## src/core/scs_pkg.sv

```systemverilog
`default_nettype none
package scs_pkg;
   // Converter geometry
   localparam int unsigned NBITS          = 14;
   localparam logic [13:0] CODE_MIN       = 14'h0000;
   localparam logic [13:0] CODE_MID       = 14'h2000;
   localparam logic [13:0] CODE_MAX       = 14'h3fff;
   localparam logic [13:0] CODE_RESET     = 14'h0000;
   // Timing at 100 MHz system clock
   localparam int unsigned CLK_PERIOD_PS  = 10000;
   localparam int unsigned APERTURE_NS    = 20;
   localparam int unsigned APERTURE_CYC   = (APERTURE_NS * 1000 + CLK_PERIOD_PS - 1)
                                            / CLK_PERIOD_PS;
   localparam int unsigned SETTLE_NS      = 20;
   localparam int unsigned SETTLE_CYC     = (SETTLE_NS * 1000 + CLK_PERIOD_PS - 1)
                                            / CLK_PERIOD_PS;
   localparam int unsigned BIT_NS         = 60;
   localparam int unsigned BIT_CYC        = (BIT_NS * 1000 + CLK_PERIOD_PS - 1)
                                            / CLK_PERIOD_PS;
   localparam int unsigned MAX_RATE_KSPS  = 500;

   // Analog switch controls of the capacitor arrays
   typedef struct packed {
      logic samp_pos;   // Comparator-side pos terminal to ground
      logic samp_neg;   // Comparator-side neg terminal to ground
      logic arr_inputs; // Array bottom plates to inputs
      logic arr_ground; // Array bottom plates to ground
   } scs_sw_s;

   // Conversion result carrier
   typedef struct packed {
      logic [13:0] code;
      logic        over;
      logic        under;
   } scs_result_s;

   typedef enum logic [5:0] {
      ST_ACQ    = 6'b000001,
      ST_APER   = 6'b000010,
      ST_OPEN   = 6'b000100,
      ST_GND    = 6'b001000,
      ST_BIT    = 6'b010000,
      ST_DONE   = 6'b100000
   } scs_state_e;
endpackage
`default_nettype wire

```

## src/core/scs_bit_timer.sv

```systemverilog
`timescale 1ns/1ps
`default_nettype none
// Internal conversion clock: a countdown reloaded on every load, held at zero, pulse at zero
module scs_bit_timer #(
   parameter int unsigned WIDTH = 8
) (
   input  wire logic             i_clk_sys,
   input  wire logic             i_resetn,
   input  wire logic             i_load,
   input  wire logic [WIDTH-1:0] i_count,
   output logic                  o_tick
);
   logic [WIDTH-1:0] cnt_q;

   // A zero-width counter cannot count
   if (WIDTH == 0) begin : g_width_check
      $error("scs_bit_timer needs a width of at least one bit");
   end

   // Down counter, holds at zero, tick registered as it steps from one to zero
   always_ff @(posedge i_clk_sys or negedge i_resetn) begin
      if (!i_resetn) begin
         cnt_q  <= '0;
         o_tick <= 1'b0;
      end else if (i_load) begin
         cnt_q  <= i_count;
         o_tick <= 1'b0;
      end else begin
         o_tick <= (cnt_q == WIDTH'(1));
         if (cnt_q != '0) begin
            cnt_q <= cnt_q - WIDTH'(1);
         end
      end
   end
endmodule
`default_nettype wire

```

## src/core/scs_sequencer.sv

```systemverilog
`timescale 1ns/1ps
`default_nettype none
module scs_sequencer #(
   parameter int unsigned BITS = scs_pkg::NBITS
) (
   input  wire logic              i_clk_sys,
   input  wire logic              i_resetn,
   input  wire logic              i_convert_start,
   input  wire logic              i_comp_high,
   input  wire logic              i_over_range,
   input  wire logic              i_under_range,
   output scs_pkg::scs_sw_s       o_sw,
   output logic [13:0]            o_dac_bits,
   output logic                   o_hold,
   output logic                   o_power_up,
   output logic                   o_busy,
   output logic                   o_done,
   output scs_pkg::scs_result_s   o_result
);
   import scs_pkg::*;

   // Elaboration checks: the array is fixed at 14 bits, every count must tick
   if (BITS != NBITS) begin : g_bits_check
      $error("scs_sequencer supports only 14 bits");
   end
   if ((APERTURE_CYC == 0) || (SETTLE_CYC == 0) || (BIT_CYC == 0)) begin : g_zero_check
      $error("scs_sequencer timing count of zero never ticks");
   end
   if ((APERTURE_CYC > 255) || (SETTLE_CYC > 255) || (BIT_CYC > 255)) begin : g_wide_check
      $error("scs_sequencer timing count overflows the 8-bit timer");
   end

   // Convert-start sync: three flops, change counts when last two agree
   // Flops reset to the pin's idle low level, so release gives no false edge
   logic [2:0] cs_sync_q;
   logic       cs_level_q;
   logic       cs_rise;
   always_ff @(posedge i_clk_sys or negedge i_resetn) begin
      if (!i_resetn) begin
         cs_sync_q  <= 3'h0;
         cs_level_q <= 1'b0;
      end else begin
         cs_sync_q <= {cs_sync_q[1:0], i_convert_start};
         if (cs_sync_q[1] == cs_sync_q[2]) begin
            cs_level_q <= cs_sync_q[2];
         end
      end
   end
   assign cs_rise = (cs_sync_q[1] == cs_sync_q[2]) && cs_sync_q[2] && !cs_level_q;

   scs_state_e  state_q;
   scs_state_e  state_d;
   logic [3:0]  bit_idx_q;
   logic [13:0] trial_q;
   logic        tick;
   logic        load;
   logic [7:0]  load_val;

   // Internal conversion clock, independent of any serial clock.
   // A reload of N raises the tick N cycles later and the state moves one
   // cycle after that, so each timed phase lasts N plus one cycles:
   // aperture 3, open 3, ground 3, each of the 14 bits 7, done 1.
   // From the pin's rising edge to the done pulse is 112 cycles.
   scs_bit_timer #(.WIDTH(8)) u_scs_bit_timer (
      .i_clk_sys (i_clk_sys),
      .i_resetn  (i_resetn),
      .i_load    (load),
      .i_count   (load_val),
      .o_tick    (tick)
   );

   // Next state and timer reload
   always_comb begin
      state_d  = state_q;
      load     = 1'b0;
      load_val = 8'h00;
      case (state_q)
         ST_ACQ: begin
            if (cs_rise) begin
               state_d  = ST_APER;
               load     = 1'b1;
               load_val = 8'(APERTURE_CYC);
            end
         end
         ST_APER: begin
            if (tick) begin
               state_d  = ST_OPEN;
               load     = 1'b1;
               load_val = 8'(SETTLE_CYC);
            end
         end
         ST_OPEN: begin
            if (tick) begin
               state_d  = ST_GND;
               load     = 1'b1;
               load_val = 8'(SETTLE_CYC);
            end
         end
         ST_GND: begin
            if (tick) begin
               state_d  = ST_BIT;
               load     = 1'b1;
               load_val = 8'(BIT_CYC);
            end
         end
         ST_BIT: begin
            if (tick) begin
               load     = 1'b1;
               load_val = 8'(BIT_CYC);
               if (bit_idx_q == 4'h0) begin
                  state_d = ST_DONE;
               end
            end
         end
         // One cycle to publish the code, then back to acquisition
         ST_DONE: state_d = ST_ACQ;
         default: state_d = ST_ACQ;
      endcase
   end

   // State register
   always_ff @(posedge i_clk_sys or negedge i_resetn) begin
      if (!i_resetn) begin
         state_q <= ST_ACQ;
      end else begin
         state_q <= state_d;
      end
   end

   // Successive approximation register, MSB first
   always_ff @(posedge i_clk_sys or negedge i_resetn) begin
      if (!i_resetn) begin
         bit_idx_q <= 4'h0;
         trial_q   <= 14'h0000;
      end else if (state_q == ST_GND && tick) begin
         bit_idx_q <= 4'(NBITS - 1);
         trial_q   <= CODE_MID;
      end else if (state_q == ST_BIT && tick) begin
         // Keep or drop the tried bit, then try the next lower one
         // Comparator high: trial above the held sample, so the bit is dropped
         if (i_comp_high) begin
            trial_q[bit_idx_q] <= 1'b0;
         end
         if (bit_idx_q != 4'h0) begin
            trial_q[bit_idx_q - 4'h1] <= 1'b1;
            bit_idx_q <= bit_idx_q - 4'h1;
         end
      end
   end

   // Saturate a finished code on range flags
   function automatic logic [13:0] sat_code(input logic [13:0] raw,
                                            input logic over, input logic under);
      if (over) return CODE_MAX;
      if (under) return CODE_MIN;
      return raw;
   endfunction

   // Tracking phases: sampling switches closed, arrays still on the inputs
   function automatic logic is_tracking(input scs_state_e s);
      return (s == ST_ACQ) || (s == ST_APER);
   endfunction

   // Switch drive, array bits, hold and power follow the state
   always_ff @(posedge i_clk_sys or negedge i_resetn) begin
      if (!i_resetn) begin
         o_sw       <= '{samp_pos: 1'b1, samp_neg: 1'b1, arr_inputs: 1'b1, arr_ground: 1'b0};
         o_dac_bits <= 14'h0000;
         o_hold     <= 1'b0;
         o_power_up <= 1'b0;
      end else begin
         o_sw.samp_pos   <= is_tracking(state_d);
         o_sw.samp_neg   <= is_tracking(state_d);
         o_sw.arr_inputs <= is_tracking(state_d) || (state_d == ST_OPEN);
         o_sw.arr_ground <= (state_d == ST_GND) || (state_d == ST_BIT);
         o_dac_bits      <= (state_q == ST_BIT) ? trial_q : 14'h0000;
         o_hold          <= !is_tracking(state_d);
         o_power_up      <= (state_d != ST_ACQ);
      end
   end

   // Publish the result on completion only; held until the next one
   // Range flags are sampled in the done cycle and override the code
   always_ff @(posedge i_clk_sys or negedge i_resetn) begin
      if (!i_resetn) begin
         o_result <= '{code: CODE_RESET, over: 1'b0, under: 1'b0};
         o_done   <= 1'b0;
      end else begin
         o_done <= 1'b0;
         if (state_q == ST_DONE) begin
            o_result.code  <= sat_code(trial_q, i_over_range, i_under_range);
            o_result.over  <= i_over_range;
            o_result.under <= i_under_range;
            o_done         <= 1'b1;
         end
      end
   end

   // Busy from start edge to completion
   // Same decode as the power control, so power never lags busy
   always_ff @(posedge i_clk_sys or negedge i_resetn) begin
      if (!i_resetn) begin
         o_busy <= 1'b0;
      end else begin
         o_busy <= (state_d != ST_ACQ);
      end
   end
endmodule
`default_nettype wire

```

## config.mk

```make
export PLATFORM = sky130hd
export DESIGN_NAME = scs_sequencer
export DESIGN_NICKNAME = d
export VERILOG_FILES = /design/src/core/scs_pkg.sv /design/src/core/scs_bit_timer.sv /design/src/core/scs_sequencer.sv
export SDC_FILE = /design/constraint.sdc
export NUM_CORES = 1
export LEC_CHECK = 0
export BUFFER_PORTS_ARGS = -buffer_cell sky130_fd_sc_hd__buf_2
export CORE_AREA = 2 2 95 97
export DETAILED_ROUTE_END_ITERATION = 7
export DIE_AREA = 0 0 97 99
export HOLD_SLACK_MARGIN = 0.1
export SLEW_MARGIN = 20
export SYNTH_ARGS = -nofsm -noshare
export SYNTH_HDL_FRONTEND = slang
export SYNTH_SLANG_ARGS = --single-unit
```

## constraint.sdc

```tcl
create_clock -name i_clk_sys -period 3.9 [get_ports i_clk_sys]
set_input_delay 0.39 -clock i_clk_sys [delete_from_list [all_inputs] [get_ports i_clk_sys]]
set_output_delay 0.39 -clock i_clk_sys [all_outputs]
set_load 0.05 [all_outputs]
```

## Word-level counts from Yosys, hierarchy flattened

Index checks and enable logic that the tools add are counted.

- Output and inout port bits: 38
- Input bits: 6
- Word-level logic and storage cells: 102
- Register bits: 73

- $lt $le $gt $ge: 4
- Equal/unequal tests: 14
- Reductions and logical operators: 21
- Bitwise operators: 3
- Add/sub/neg operators: 2
- Muxes and demuxes: 41

Operator list:

| cell | count |
|---|---|
| 2-to-1 mux 14 bit | 11 |
| 2-to-1 mux 6 bit | 6 |
| one-hot mux 6 bit (5 select lines) | 1 |
| 2-to-1 mux 8 bit | 2 |
| AND 14 bit | 1 |
| inverter 14 bit | 1 |
| bitwise OR 14 bit | 1 |
| == test 6 x 1 -> 1 bit, second input constant | 2 |
| == test 6 x 2 -> 1 bit, second input constant | 2 |
| == test 6 x 3 -> 1 bit, second input constant | 2 |
| == test 6 x 4 -> 1 bit, second input constant | 2 |
| == test 6 x 5 -> 1 bit, second input constant | 2 |
| 2-to-1 mux 4 bit | 3 |
| 2-to-1 mux 1 bit | 11 |
| less-than comparator 4 x 5 -> 1 bit, second input constant | 2 |
| one-hot mux 3 bit (3 select lines) | 1 |
| demux 1 bit (select 4 bit) | 2 |
| == test 8 x 1 -> 1 bit, second input constant | 1 |
| greater-or-equal comparator 4 x 1 -> 1 bit, second input constant | 2 |
| nonzero test 8 bit | 1 |
| subtractor 8 x 1 -> 8 bit, second input constant | 1 |
| == test 6 bit, second input constant | 1 |
| logical AND 1 bit | 6 |
| inequality test 6 x 1 -> 1 bit, second input constant | 1 |
| other kinds (13) | 20 |

## Longest topological paths before layout

- Depth in word-level cells: 13
- Mapped depth: 7
- Mapped depth without buffers: 6

## Modules after synthesis

A second synthesis with hierarchy kept.

- Cell total of the unflattened synthesis: 338
- Area, all modules: 3,443.3 um2

By module, submodules not included:

| module | sequential area each (um2) | cells each | area each (um2) | times used |
|---|---|---|---|---|
| scs_sequencer | 1,605.3 | 284 | 2,919.0 | 1 |
| scs_bit_timer | 225.2 | 54 | 524.3 | 1 |

## Least setup slack after synthesis

Ideal clock, no wire load.

- Path type: register to register
- Start: reg bit_idx_q[0]
- End: reg trial_q[4]
- Buffers on the path: 1
- Period minus slack after synthesis: 1,981 ps
- Path slack: 1,919 ps
- Arrival: 1,860 ps
- Required time: 3,779 ps
- Cell stages (with the launch flop): 8
- Library setup time: 121 ps
- Cell sequence: dfrtp_1 > inv_1 > ha_1 > buf_2 > nor3b_1 > nor4_4 > and2_2 > a32o_2

- Word-level cells in the longest chain between the ends: 13
- Elaborated cells on any way between the ends: 21
- Classes of those cells: add/sub (1); order compare (4); mux (10); bitwise (3); reduce/logical (3)

RTL lines:

| item | line | RTL |
|---|---|---|
| start, declared | scs_sequencer.sv:53 | `logic [3:0] bit_idx_q;` |
| start signal, assigned | scs_sequencer.sv:136 | `bit_idx_q <= 4'(NBITS - 1);` |
| start signal, assigned | scs_sequencer.sv:146 | `bit_idx_q <= bit_idx_q - 4'h1;` |
| less-than comparator 4 x 5 -> 1 bit (implied by the code) / greater-or-equal comparator 4 x 1 -> 1 bit (equally long branches) | scs_sequencer.sv:142 | `trial_q[bit_idx_q] <= 1'b0;` |
| logical AND 1 bit (implied by the code) | scs_sequencer.sv:142 |  |
| 2-to-1 mux 1 bit (implied by the code) | scs_sequencer.sv:142 |  |
| demux 1 bit (select 4 bit) | scs_sequencer.sv:142 |  |
| inverter 14 bit (no source line) | n/a |  |
| AND 14 bit (no source line) | n/a |  |
| 2-to-1 mux 14 bit | scs_sequencer.sv:141 | `if (i_comp_high) begin` |
| 2-to-1 mux 14 bit | scs_sequencer.sv:138 | `end else if (state_q == ST_BIT && tick) begin` |
| 2-to-1 mux 14 bit | scs_sequencer.sv:135 | `end else if (state_q == ST_GND && tick) begin` |
| bitwise OR 14 bit (no source line) | n/a |  |
| 2-to-1 mux 14 bit (*) | scs_sequencer.sv:144 | `if (bit_idx_q != 4'h0) begin` |
| 2-to-1 mux 14 bit (*) | scs_sequencer.sv:138 |  |
| 2-to-1 mux 14 bit (*) | scs_sequencer.sv:135 |  |
| end signal, assigned | scs_sequencer.sv:134 | `trial_q <= 14'h0000;` |
| end signal, assigned | scs_sequencer.sv:137 | `trial_q <= CODE_MID;` |
| end signal, assigned by index | scs_sequencer.sv:145 | `trial_q[bit_idx_q - 4'h1] <= 1'b1;` |
| end, declared | scs_sequencer.sv:54 | `logic [13:0] trial_q;` |

Mark *: on every way between the ends. The rest lies on a longest branch, timed or not. The select of a mux whose other input is x is not followed.
A chain may end at the register's enable or synchronous reset.

## Final worst setup path

- Start: reg bit_idx_q[0]
- End: reg trial_q[1]

Same word-level chain as after synthesis.

==> qor.yml <==
status:
  status: "completed"
route:
  drt_pass1_iterations: 4
  routedWlPerCell_um: 15.53
  routed-via-count: 2496
  viasPerCell: 5.391
  antenna_left: 0
  drtIter0Drc: 188
  routed_wl_um: 7191
  drc_errors: 0
logic_synthesis:
  synth-warning-count: 0
  synth-edff-count: 0
  synth_cell_types: 58
  synthCells: 316
  syn_area_mm2: 0.003352
  dominantRegCellSynth: "dfrtp_1"
  async_flop_share: 1.000
  synth_fp_nets: 329
  seq_area_frac_synth: 0.5461
  synth_seq_cells: 73
  syn_avg_cell_area_um2: 10.61
worst_setup_path:
  cpPeakStageDelay_ns: 0.64
  endpoint_kind: "register"
  r2r_slack_ns: 1.57
  r2r-end: "trial_q[1]"
  reg2reg_depth: 6
  start_kind: "register"
  cp-endpoint: "trial_q[1]"
  crit_type: "reg -> reg"
  worstSetupStartpoint: "bit_idx_q[0]"
  path_buf_inv: 1
  crit_fanout: 9
  cp_slowest_cell: "nor3b_1"
  crit_arrival_ns: 2.56
  crit_chain: "inv_1, ha_1, nor3b_1, nor4_4, and2_2, a32o_1"
  crit_required_ns: 4.13
  reg2reg_from: "bit_idx_q[0]"
  cp.depth: 6
  crit_family: "simple AND/OR/NAND/NOR gates"
hold_path:
  hold_class: "in -> reg"
power_and_ir_drop:
  power.density_mw_per_mm2: 456.9
  p_leak_uw: 0.001835
  p_sw_uw: 483.1
  switching_share: 0.2757
  combPwrFrac: 0.129
  clockPowerShare: 0.380
  p_int_uw: 1269
  vdd_ir_drop_max_mv: 0.2173
  power_frac_seq: 0.492
die:
  num_rows: 34
  die_h_um: 99
  dieArea_mm2: 0.009603
  fp.dieW_um: 97
  start_util: 0.3920
  core_area_mm2: 0.008551
  io_pins: 44
global_route:
  antenna_found_initial: 0
  grt_pass1_wl_um: 12100
  busiest_layer: "met2"
  grt-ovfl-total: 0
  grt_max_degree: 74
  use_met1: 0.2228
  grt_pass1_vias: 2389
  use_met2: 0.2308
  grt_usage: 0.1562
  grtUsageMet3: 0.03333
timing:
  max-slew-margin-rel: 0.3983
  finClkSkew_ns: 0.01685
  period_needed_ns: 2.328
  hold_slack_ns: 0.1588
  post-route-period-util: 0.5970
  max_freq_mhz: 429.5
  fin_setup_tns_ns: 0
  hold_violations: 0
  setup_viol: 0
  worst_pin_slew_ns: 0.9025
  slew_violations: 0
  rsz0062_at_grt: "false"
final_layout:
  multiInputGateArea_mm2: 0.001364
  layout_common_cells: "dfrtp_1, buf_2, nand2_1, o21ai_0, and3_1"
  register_area_mm2: 0.001831
  antenna_cells: 0
  fin_nets: 363
  syn2layout_area_growth_pct: 14.41
  drive_gt1_frac: 0.2254
  fillCellCount: 819
  final_common_cell: "dfrtp_1"
  fin_util: 0.4485
  fin_cells: 463
placement:
  dp_hpwl_um: 4937
  placedCellCount: 447
  port_buffers: 43
  gp_congestion: 0.8313
clocking:
  clk_pin_slew_ns: 0.08
  cts-resized-gates: 0
  post_cts.repair.setup_buffers: 0
  clock_latency_ns: 0.35
  cts_inserted_buffers: 9
  ctsHoldBuffers: 0
  htree_levels: 3
  cts_tree: "yes"
  clkSinkCount: 73
  cts_buffer_depth: 2
  cts.root.buffer_cell: "clkbuf_8"
flow_run:
  max_cap_viol_count: 0
-- Yosys cell counts (3+ instances only) --
| library cell | count | share of area |
|---|---|---|
| a32o_1 | 7 | 0.021 |
| dfstp_2 | 3 | 0.024 |
| o311ai_0 | 5 | 0.013 |
| inv_1 | 13 | 0.015 |
| dfrtp_1 | 70 | 0.52 |
| nor2_1 | 14 | 0.016 |
| buf_4 | 4 | 0.0090 |
| a21oi_1 | 17 | 0.025 |
| clkbuf_1 | 14 | 0.016 |
| nand3b_1 | 3 | 0.0067 |
| nor3_1 | 7 | 0.010 |
| nand2b_1 | 5 | 0.0093 |
| and2_2 | 3 | 0.0067 |
| o21ai_0 | 19 | 0.028 |
| nor4_1 | 3 | 0.0056 |
| nand3_1 | 7 | 0.010 |
| nand4_1 | 7 | 0.013 |
| buf_2 | 3 | 0.0045 |
| nand2_1 | 30 | 0.034 |
| nor2b_1 | 3 | 0.0056 |
| mux2i_1 | 3 | 0.0090 |
| ha_1 | 7 | 0.026 |
| xnor2_1 | 7 | 0.018 |
| and3_1 | 18 | 0.034 |
-- layer usage --
metal,part of all wire,vias up
met5,0,-
met4,0.010,0
met3,0.055,8
met2,0.46,76
met1,0.47,1207
li1,-,1205
-- how the worst min path moves through the flow --
stage,startpoint,end,slack (ns),cells after the start
floorplan,i_resetn,bit_idx_q[0],0.09,0
global placement,cs_sync_q[0],cs_sync_q[1],0.33,0
detailed placement,cs_sync_q[0],cs_sync_q[1],0.34,0
CTS,i_convert_start,cs_sync_q[0],0.14,1
global route,i_convert_start,cs_sync_q[0],0.14,1
finish,i_convert_start,cs_sync_q[0],0.16,1
-- worst register-to-register path, stage by stage, from the launching register on --
cell     delay, ns
dfrtp_1       0.45
inv_1         0.16
ha_1          0.38
nor3b_1       0.64
nor4_4        0.12
and2_2        0.25
a32o_1        0.22
-- cells by family (layout without fill, tap and decap cells) --
kind of cell             Yosys count  count (layout)  share of synthesized area
AO/OA/AOI/OAI                     67              67                     0.1344
XOR/XNOR                           8               8                    0.02090
adder cells (fa/ha/maj)            7               7                    0.02613
buffers and inverters             35              74                    0.04703
flip-flops                        73              73                     0.5461
multiplexers                       5               5                    0.01568
AND/OR/NAND/NOR                  121             121                     0.2098
-- final cells by class --
| cell class | count | share of cell area |
|---|---|---|
| Inverter | 13 | 0.01272 |
| Multi-Input combinational cell | 208 | 0.3556 |
| Sequential cell | 73 | 0.4773 |
| Timing Repair Buffer | 45 | 0.06069 |
| Clock inverter | 7 | 0.02610 |
| Clock buffer | 9 | 0.03230 |
| Tap cell | 108 | 0.03524 |
-- state kept, by name (all words and copies together) (netlist names) --
name,count
cs_sync_q,3
o_done,1
cs_level_q,1
o_busy,1
u_scs_bit_timer.o_tick,1
o_sw,3
trial_q,14
u_scs_bit_timer.cnt_q,8
o_result,16
bit_idx_q,4
state_q,6
o_hold,1
o_dac_bits,14
-- through the flow --
stage | worst slack (ns) | area (um2) | total power [uW]
after floorplan | 1.919 | 3352 | 1041
after global placement | 1.615 | 3611 | 1096
after detailed placement | 1.603 | 3611 | 1103
after CTS | 1.594 | 3835 | 1774
after global routing | 1.367 | 3835 | 1855
final | 1.572 | 3835 | 1752
-- power by group through the flow --
stage,registers (uW),logic [uW],clock network (uW)
after floorplan,860,181,0
after global placement,874,222,0
after detailed placement,875,228,0
after CTS,861,230,683
after global routing,873,260,722
final,862,225,666
Power figures use the tool's default switching activity.
